## config.mk

```make
export PLATFORM = sky130hd
export DESIGN_NAME = power_mode_wake_por_control
export DESIGN_NICKNAME = d
export VERILOG_FILES = /design/src/design/pwr_pkg.sv /design/src/design/power_mode_wake_por_control.sv
export SDC_FILE = /design/constraint.sdc
export NUM_CORES = 1
export LEC_CHECK = 0
export BUFFER_PORTS_ARGS = -buffer_cell sky130_fd_sc_hd__buf_4
export CORE_UTILIZATION = 52
export DETAILED_ROUTE_END_ITERATION = 12
export PLACE_DENSITY = 0.8
export SKIP_CTS_REPAIR_TIMING = 1
export SYNTH_ARGS = -nofsm -noshare
export SYNTH_HDL_FRONTEND = slang
export SYNTH_SLANG_ARGS = --single-unit
export TNS_END_PERCENT = 10
```

## constraint.sdc

```tcl
create_clock -name pclk -period 2.54 [get_ports pclk]
set_input_delay 0 -clock pclk [delete_from_list [all_inputs] [get_ports pclk]]
set_output_delay 0 -clock pclk [all_outputs]
set_load 0.01 [all_outputs]
```

## src/design/pwr_pkg.sv

```systemverilog
// Shared constants and types for the power-mode and power-on reset controller
package pwr_pkg;
	localparam logic [11:0] off_power_control = 12'h000;
	localparam logic [11:0] off_clock_control = 12'h004;
	localparam logic [11:0] off_status = 12'h008;
	localparam logic [11:0] off_wake_cause = 12'h00c;
	// Power control fields
	localparam int power_control_reg_mode_lsb = 0;
	localparam int power_control_reg_serial_wake_bit = 2;
	localparam int power_control_reg_ext_int_wake_bit = 3;
	// Clock control fields
	localparam int ccon_osc_pd_bit = 0;
	localparam logic [31:0] power_control_reset = 32'h0000_0000;
	localparam logic [31:0] clock_control_reset = 32'h0000_0000;
	// Timing
	localparam int clk_mhz = 125;
	localparam int por_delay_ms = 128;
	localparam longint por_delay_cycles = longint'(por_delay_ms) * 1000 * clk_mhz;
	localparam int pll_lock_cycles = 16;
	typedef enum logic [1:0] {
		mode_normal = 2'b00,
		mode_idle = 2'b01,
		mode_power_down = 2'b10
	} mode_t;
	typedef struct packed {
		logic time_interval_counter;
		logic serial;
		logic external_interrupt_zero;
		logic other;
	} wake_src_t;
endpackage : pwr_pkg

```

## src/design/power_mode_wake_por_control.sv

```systemverilog
// Power-mode, wake-up and power-on reset sequencer with an APB register slave
//
// Chosen here: the APB register port and the placing of the registers.
`timescale 1ns/100ps
// How it works
// - Software writes a mode field to enter idle or full power-down.
// - Idle stops the PLL-derived core clock, oscillator keeps running.
// - Idle keeps peripheral clocks running.
// - Idle keeps core registers; only the core clock is gated, no reset.
// - Idle holds port and converter output pins unchanged.
// - Idle ends on any enabled interrupt or hardware reset.
// - Power-down stops both PLL and core clock.
// - Power-down halts the oscillator if the oscillator power-down bit is set.
// - Power-down keeps the interval counter clock unless the oscillator power-down bit is set, other peripherals off.
// - Power-down holds port levels and three-states the converter output.
// - Reset pin in power-down returns to normal with default registers.
// - Power cycling loads defaults and releases core after about 128 ms.
// - Interval counter interrupt ends power-down and is serviced.
// - Serial interrupt wakes from power-down only if serial wake enabled.
// - External interrupt zero wakes only if its wake enable is set.
// - Reset held below 2.45 V, then released after a 128 ms timer.
// - Falling supply keeps reset released until below 1 V.
module power_mode_wake_por_control #(
	parameter longint por_delay = pwr_pkg::por_delay_cycles
) (
	input wire logic pclk,
	input wire logic presetn,
	input wire logic psel,
	input wire logic penable,
	input wire logic pwrite,
	input wire logic [11:0] paddr,
	input wire logic [31:0] pwdata,
	output logic [31:0] prdata,
	output logic pready,
	output logic pslverr,
	input wire logic supply_above_high,
	input wire logic supply_above_low,
	input wire pwr_pkg::wake_src_t irq_pending,
	input wire logic irq_serviced,
	input wire logic pll_locked,
	output logic core_reset_n,
	output logic core_clk_en,
	output logic pll_en,
	output logic osc_en,
	output logic periph_clk_en,
	output logic tic_clk_en,
	output logic pins_hold,
	output logic dac_out_oe,
	output logic wake_irq_take
);
	import pwr_pkg::*;

	mode_t mode_reg;
	logic [31:0] power_control_reg;
	logic [31:0] clock_control_reg;
	wake_src_t wake_cause_reg;
	logic por_hold_reg;
	logic [31:0] por_cnt_reg;
	logic [4:0] lock_cnt_reg;
	logic waking_reg;
	logic por_active;
	logic wr_access;
	logic rd_access;
	logic serial_wake_enable;
	logic ext_int_wake_enable;
	logic pd_wake;
	logic idle_wake;
	mode_t req_mode;
	mode_t mode_next;
	wake_src_t wake_cause_next;
	logic in_normal;
	logic in_idle;
	logic in_power_down;
	logic tic_wake;
	logic serial_wake;
	logic ext_int_wake;
	logic setup_phase;
	logic sel_power_control;
	logic sel_clock_control;
	logic sel_status;
	logic sel_wake_cause;
	logic addr_mapped;
	logic por_done;
	logic lock_done;
	logic osc_stop;
	logic [31:0] power_control_view;
	logic [31:0] status_word;
	// Counter end points, sized once so the compares stay narrow
	localparam logic [31:0] por_last = 32'(por_delay - 1);
	localparam logic [4:0] lock_last = 5'(pll_lock_cycles - 1);

	assign wr_access = psel && penable && pwrite;
	assign rd_access = psel && penable && !pwrite;
	assign serial_wake_enable = power_control_reg[power_control_reg_serial_wake_bit];
	assign ext_int_wake_enable = power_control_reg[power_control_reg_ext_int_wake_bit];
	assign req_mode = mode_t'(pwdata[power_control_reg_mode_lsb +: 2]);
	assign in_normal = mode_reg == mode_normal;
	assign in_idle = mode_reg == mode_idle;
	assign in_power_down = mode_reg == mode_power_down;

	// Address decode shared by writes and the error answer; reads decode paddr in their own case
	assign setup_phase = psel && !penable;
	assign sel_power_control = paddr == off_power_control;
	assign sel_clock_control = paddr == off_clock_control;
	assign sel_status = paddr == off_status;
	assign sel_wake_cause = paddr == off_wake_cause;
	assign addr_mapped = sel_power_control || sel_clock_control || sel_status || sel_wake_cause;
	assign power_control_view = power_control_reg | {30'h0, mode_reg};
	assign status_word = {28'h0000000, pll_locked, waking_reg, mode_reg};

	// Oscillator and interval counter stop together; the counter runs from it
	assign osc_stop = in_power_down && clock_control_reg[ccon_osc_pd_bit];
	assign por_done = por_cnt_reg >= por_last;
	assign lock_done = pll_locked && lock_cnt_reg >= lock_last;

	// Hysteresis: asserted below the high threshold only from power-up side
	always_ff @(posedge pclk or negedge presetn) begin
		if (!presetn) begin
			por_hold_reg <= 1'b1;
		end else if (!supply_above_low) begin
			por_hold_reg <= 1'b1;
		end else if (supply_above_high && por_done) begin
			por_hold_reg <= 1'b0;
		end
	end

	always_ff @(posedge pclk or negedge presetn) begin
		if (!presetn) begin
			por_cnt_reg <= 32'h0000_0000;
		end else if (!supply_above_high || !por_hold_reg) begin
			por_cnt_reg <= 32'h0000_0000;
		end else begin
			por_cnt_reg <= por_cnt_reg + 32'd1;
		end
	end

	assign por_active = por_hold_reg;

	// Wake from power-down: interval counter always, serial and external interrupt zero gated by enables, other never
	assign tic_wake = irq_pending.time_interval_counter;
	assign serial_wake = irq_pending.serial && serial_wake_enable;
	assign ext_int_wake = irq_pending.external_interrupt_zero && ext_int_wake_enable;
	assign pd_wake = tic_wake || serial_wake || ext_int_wake;
	assign idle_wake = |irq_pending;

	// Mode next value: reset and wake take priority over a software request
	always_comb begin
		mode_next = mode_reg;
		if (por_active) begin
			mode_next = mode_normal;
		end else if (in_idle && idle_wake) begin
			mode_next = mode_normal;
		end else if (in_power_down && pd_wake) begin
			mode_next = mode_normal;
		end else if (wr_access && sel_power_control && in_normal) begin
			if (req_mode == mode_idle || req_mode == mode_power_down) begin
				mode_next = req_mode;
			end
		end
	end

	always_ff @(posedge pclk or negedge presetn) begin
		if (!presetn) begin
			mode_reg <= mode_normal;
		end else begin
			mode_reg <= mode_next;
		end
	end

	// Core waits for PLL relock after power-down before servicing
	always_ff @(posedge pclk or negedge presetn) begin
		if (!presetn) begin
			waking_reg <= 1'b0;
		end else if (por_active) begin
			waking_reg <= 1'b0;
		end else if (in_power_down && pd_wake) begin
			waking_reg <= 1'b1;
		end else if (waking_reg && lock_done) begin
			waking_reg <= 1'b0;
		end
	end

	// Relock wait restarts on every wake and saturates at its end point
	always_ff @(posedge pclk or negedge presetn) begin
		if (!presetn) begin
			lock_cnt_reg <= 5'd0;
		end else if (por_active || !waking_reg) begin
			lock_cnt_reg <= 5'd0;
		end else if (lock_cnt_reg < lock_last) begin
			lock_cnt_reg <= lock_cnt_reg + 5'd1;
		end
	end

	// Registers return to defaults on any power-on reset
	always_ff @(posedge pclk or negedge presetn) begin
		if (!presetn) begin
			power_control_reg <= power_control_reset;
		end else if (por_active) begin
			power_control_reg <= power_control_reset;
		end else if (wr_access && sel_power_control) begin
			power_control_reg <= {28'h0000000, pwdata[power_control_reg_ext_int_wake_bit], pwdata[power_control_reg_serial_wake_bit], 2'b00};
		end
	end

	// Oscillator power-down choice only acts once power-down is entered
	always_ff @(posedge pclk or negedge presetn) begin
		if (!presetn) begin
			clock_control_reg <= clock_control_reset;
		end else if (por_active) begin
			clock_control_reg <= clock_control_reset;
		end else if (wr_access && sel_clock_control) begin
			clock_control_reg <= {31'h00000000, pwdata[ccon_osc_pd_bit]};
		end
	end

	// Cause is sticky; a new wake wins over a clear in the same cycle
	always_comb begin
		wake_cause_next = wake_cause_reg;
		if (por_active) begin
			wake_cause_next = '0;
		end else if (in_power_down && pd_wake) begin
			wake_cause_next = irq_pending;
		end else if (wr_access && sel_wake_cause) begin
			wake_cause_next = wake_cause_reg & ~wake_src_t'(pwdata[3:0]);
		end
	end

	always_ff @(posedge pclk or negedge presetn) begin
		if (!presetn) begin
			wake_cause_reg <= '0;
		end else begin
			wake_cause_reg <= wake_cause_next;
		end
	end

	// Clock and pin controls, one registered output per concern
	always_ff @(posedge pclk or negedge presetn) begin
		if (!presetn) begin
			core_reset_n <= 1'b0;
		end else begin
			core_reset_n <= !por_active;
		end
	end

	always_ff @(posedge pclk or negedge presetn) begin
		if (!presetn) begin
			pll_en <= 1'b0;
		end else begin
			pll_en <= !in_power_down;
		end
	end

	// Core clock waits for relock so the first serviced cycle is clean
	always_ff @(posedge pclk or negedge presetn) begin
		if (!presetn) begin
			core_clk_en <= 1'b0;
		end else begin
			core_clk_en <= in_normal && !waking_reg && !por_active;
		end
	end

	always_ff @(posedge pclk or negedge presetn) begin
		if (!presetn) begin
			osc_en <= 1'b1;
		end else begin
			osc_en <= !osc_stop;
		end
	end

	always_ff @(posedge pclk or negedge presetn) begin
		if (!presetn) begin
			periph_clk_en <= 1'b0;
		end else begin
			periph_clk_en <= !in_power_down;
		end
	end

	always_ff @(posedge pclk or negedge presetn) begin
		if (!presetn) begin
			tic_clk_en <= 1'b0;
		end else begin
			tic_clk_en <= !osc_stop;
		end
	end

	always_ff @(posedge pclk or negedge presetn) begin
		if (!presetn) begin
			pins_hold <= 1'b0;
		end else begin
			pins_hold <= !in_normal;
		end
	end

	always_ff @(posedge pclk or negedge presetn) begin
		if (!presetn) begin
			dac_out_oe <= 1'b0;
		end else begin
			dac_out_oe <= !in_power_down && !por_active;
		end
	end

	// Interrupt hand-off only once the core clock is back
	always_ff @(posedge pclk or negedge presetn) begin
		if (!presetn) begin
			wake_irq_take <= 1'b0;
		end else begin
			wake_irq_take <= in_normal && !waking_reg && !por_active
				&& |irq_pending && !irq_serviced;
		end
	end

	// APB: zero wait state; pready stands only in the access cycle
	always_ff @(posedge pclk or negedge presetn) begin
		if (!presetn) begin
			pready <= 1'b0;
		end else begin
			pready <= setup_phase;
		end
	end

	// Unmapped address answers error rather than aliasing a register
	always_ff @(posedge pclk or negedge presetn) begin
		if (!presetn) begin
			pslverr <= 1'b0;
		end else begin
			pslverr <= setup_phase && !addr_mapped;
		end
	end

	// Read data captured at setup so it stands beside pready
	always_ff @(posedge pclk or negedge presetn) begin
		if (!presetn) begin
			prdata <= 32'h0000_0000;
		end else if (setup_phase && !pwrite) begin
			unique case (paddr)
				off_power_control: prdata <= power_control_view;
				off_clock_control: prdata <= clock_control_reg;
				off_status: prdata <= status_word;
				off_wake_cause: prdata <= {28'h0000000, wake_cause_reg};
				default: prdata <= 32'h0000_0000;
			endcase
		end
	end

	logic unused_rd;
	assign unused_rd = rd_access;
endmodule : power_mode_wake_por_control

```

==> impl_metrics.ini <==
[status]
status = complete, but fails checks
violations = hold timing

[timing]
rsz0062_at_grt = no
timing.final.crit_share = 0.859
period_needed_ns = 2.18
setup_ws_ns = 0.359
finalMaxSlewViolations = 0
tightest_slew_ns = 0.755
setup_viol = 0
finClkSkew_ns = 0.00705
max_slew_margin = 0.496
setup_tns_ns = 0
fmax_mhz = 458
hold_violations = 2
timing.hold.ws_ns = -0.0203

[worst_setup_path]
critPathLaunch = por_active
worstSetupStartpointType = register
cp_top_family = buffers and inverters
cp_max_fo = 15
critPathMaxStageDelay_ns = 0.70
cp_slowest_cell = dfstp_2
r2r_start = por_active
worstPathRequired_ns = 2.84
crit_chain = inv_1 > nor4_1 > nand4_1 > o221ai_1 > dlygate4sd3_1
path_buf_inv = 2
cp-end-kind = register
path_class = reg2reg
crit_arrival_ns = 2.48

[clock_network]
clock_latency_ns = 0.35
clkTransAtPathRegs_ns = 0.07
clock_sinks = 62
cts_root_buffer = clkbuf_8
cts_buffers = 9
htreeDepth = 3
cts_tree = yes
cts.path.max_buffers = 2

[global_route]
overflow = 0
grt_pass1_wl_um = 11500
grtUsageMet1 = 0.296
grt_use_met2 = 0.355
grt_max_degree = 63
grtUsageMet3 = 0.0725
grt_busiest_layer = met2
grt_pass1_vias = 2512
grt_antenna_before_repair = 0
grt_usage = 0.229

[power]
power_leakage_nw = 1.73
p_per_area_nw_per_um2 = 541
clock_power_share = 0.477
peakVddDrop_mv = 0.407
p_int_w = 0.00170
comb_power_share = 0.062
swShare = 0.216
power_switching_w = 0.000468
p_seq_frac = 0.460

[drt]
drt-total-wl_um = 7330
wire_per_inst_um = 15.1
dr.first_iter.drc_count = 208
via_per_inst = 5.75
dr_total_vias = 2785
ant_nets = 0
firstDrtPassIters = 5
drcViolationCount = 0

[floorplanning]
die-area_um2 = 6830
die_y_um = 82.7
core-area_um2 = 6310
pin_count = 100
fp.dieW_um = 82.7
rows = 29
start_util = 0.536

[cells_and_area]
fin_util = 0.634
final_cell_mix = dfrtp_1 (60), buf_4 (43), nor2_1 (32), nand2_1 (28), conb_1 (28)
n_fill_cell = 535
layout.nets = 462
multi_input_area_um2 = 1620
layout_commonest_cell = dfrtp_1
drive_gt1_frac = 0.187
antenna_cells = 0
seqCellArea_um2 = 1550
syn2layout_area_growth_pct = 18.3
largest_reg_flops = 32

[synthesis]
synth-seq-cells = 62
synth_edf_count = 0
netlist_area_um2 = 3380
async_reset_ff_frac = 1.00
ys.flop_type = dfrtp_1
yosys_warnings = 0
syn_area_per_cell_um2 = 9.75
syn_inst = 347
synth_cell_types = 53
ys_seq_area_frac = 0.459

[placed_design]
place_ws_ns = 0.443
globalplace.congestion = 0.878
io_buffers = 43
hpwl_um = 4990

[job]
maxCapViolations = 0

[worst_hold_path]
min_from = pwdata[1]
hold_path_class = in2reg
power by group through the flow:
| stage | sequential [W] | clock, W | combinational, W |
|---|---|---|---|
| final | 0.000998 | 0.00103 | 0.000135 |
| after global routing | 0.000998 | 0.00110 | 0.000151 |
| after CTS | 0.000998 | 0.00105 | 0.000119 |
| after detailed placement | 0.00102 | 0 | 0.000118 |
| after global placement | 0.00102 | 0 | 0.000116 |
| after floorplan | 0.00102 | 0 | 0.0000840 |
worst register-to-register path: cells and delay by family (launching register included):
family | cells | cell delay (ns)
compound gates | 1 | 0.18
buf+inv | 2 | 0.72
flops | 1 | 0.70
simple gates | 2 | 0.52
path summary, 6_finish.rpt:
path / endpoint / slack (ns) / cells after the start
hold / removal: mode_reg[0] / -0.02 / 4
setup reg to reg: por_active / 0.36 / 5
setup / recovery: por_active / 0.36 / 5
max in group asynchronous: wake_irq_take / 1.78 / 2
hold reg to reg: prdata[3] / 0.50 / 2
min in group asynchronous: por_cnt_reg[4] / 0.27 / 2
metal layers:
layer	wire length (um)	vias to the layer above
li1	-	1332
met3	411	12
met2	3590	93
met5	0	-
met1	3210	1348
met4	114	0
Yosys cell counts (2+ instances only):
| cell type | number | area (um^2) |
|---|---|---|
| or4_1 | 11 | 82.6 |
| nand4b_1 | 2 | 17.5 |
| mux2i_1 | 8 | 80.1 |
| a21oi_1 | 18 | 90.1 |
| nor3_1 | 6 | 30.0 |
| mux2_2 | 2 | 22.5 |
| xor2_1 | 9 | 78.8 |
| or3_1 | 3 | 18.8 |
| a41oi_1 | 2 | 17.5 |
| buf_6 | 2 | 22.5 |
| and3_1 | 9 | 56.3 |
| nor4_1 | 10 | 62.6 |
| dfrtp_1 | 60 | 1500 |
| nand3_1 | 13 | 65.1 |
| buf_2 | 2 | 10.0 |
| a41o_1 | 2 | 20.0 |
| nand3_2 | 3 | 30.0 |
| inv_1 | 7 | 26.3 |
| a32o_1 | 4 | 40.0 |
| nor4_2 | 2 | 25.0 |
| nor3b_1 | 3 | 22.5 |
| clkbuf_1 | 8 | 30.0 |
| nand4_1 | 9 | 56.3 |
| xnor2_1 | 5 | 43.8 |
| and4_1 | 3 | 26.3 |
| or4_4 | 3 | 33.8 |
| a31oi_1 | 4 | 25.0 |
| nand2b_1 | 4 | 25.0 |
| nor2b_1 | 2 | 12.5 |
| or2_2 | 3 | 18.8 |
| o31ai_1 | 12 | 90.1 |
| buf_4 | 29 | 218 |
| nor2_1 | 32 | 120 |
| nand2_1 | 28 | 105 |
| ha_1 | 3 | 37.5 |
| o21ai_0 | 5 | 25.0 |
| dfstp_2 | 2 | 52.6 |
| o311ai_0 | 2 | 17.5 |
metrics by stage:
stage	instance area (um^2)	std cells	power (W)	hold slack, ns
2_1_floorplan	3480	374	0.00110	-0.296
3_5_place_dp	3620	453	0.00113	0.132
6_report	4000	484	0.00217	-0.0203
4_1_cts	3850	469	0.00217	-0.247
5_1_grt	4000	484	0.00225	0.00971
3_3_place_gp	3620	453	0.00113	0.133
kinds of logic after synthesis:
family          Yosys count  synth area share
simple gates            154             0.258
flops                    62             0.459
compound gates           55             0.113
buf+inv                  48            0.0906
xor+xnor                 14            0.0362
mux                      10            0.0303
fa+ha+maj                 3            0.0111
other cells               1           0.00111
area by class of cell:
class,count,area share
clock buffers,12,0.0338
clock inverters,4,0.0238
inverters,7,0.00656
multi-input cells,264,0.406
flip-flops and latches,62,0.388
well taps,77,0.0241
repair buffers,58,0.118
No activity file was read; power rests on OpenSTA's default activity.
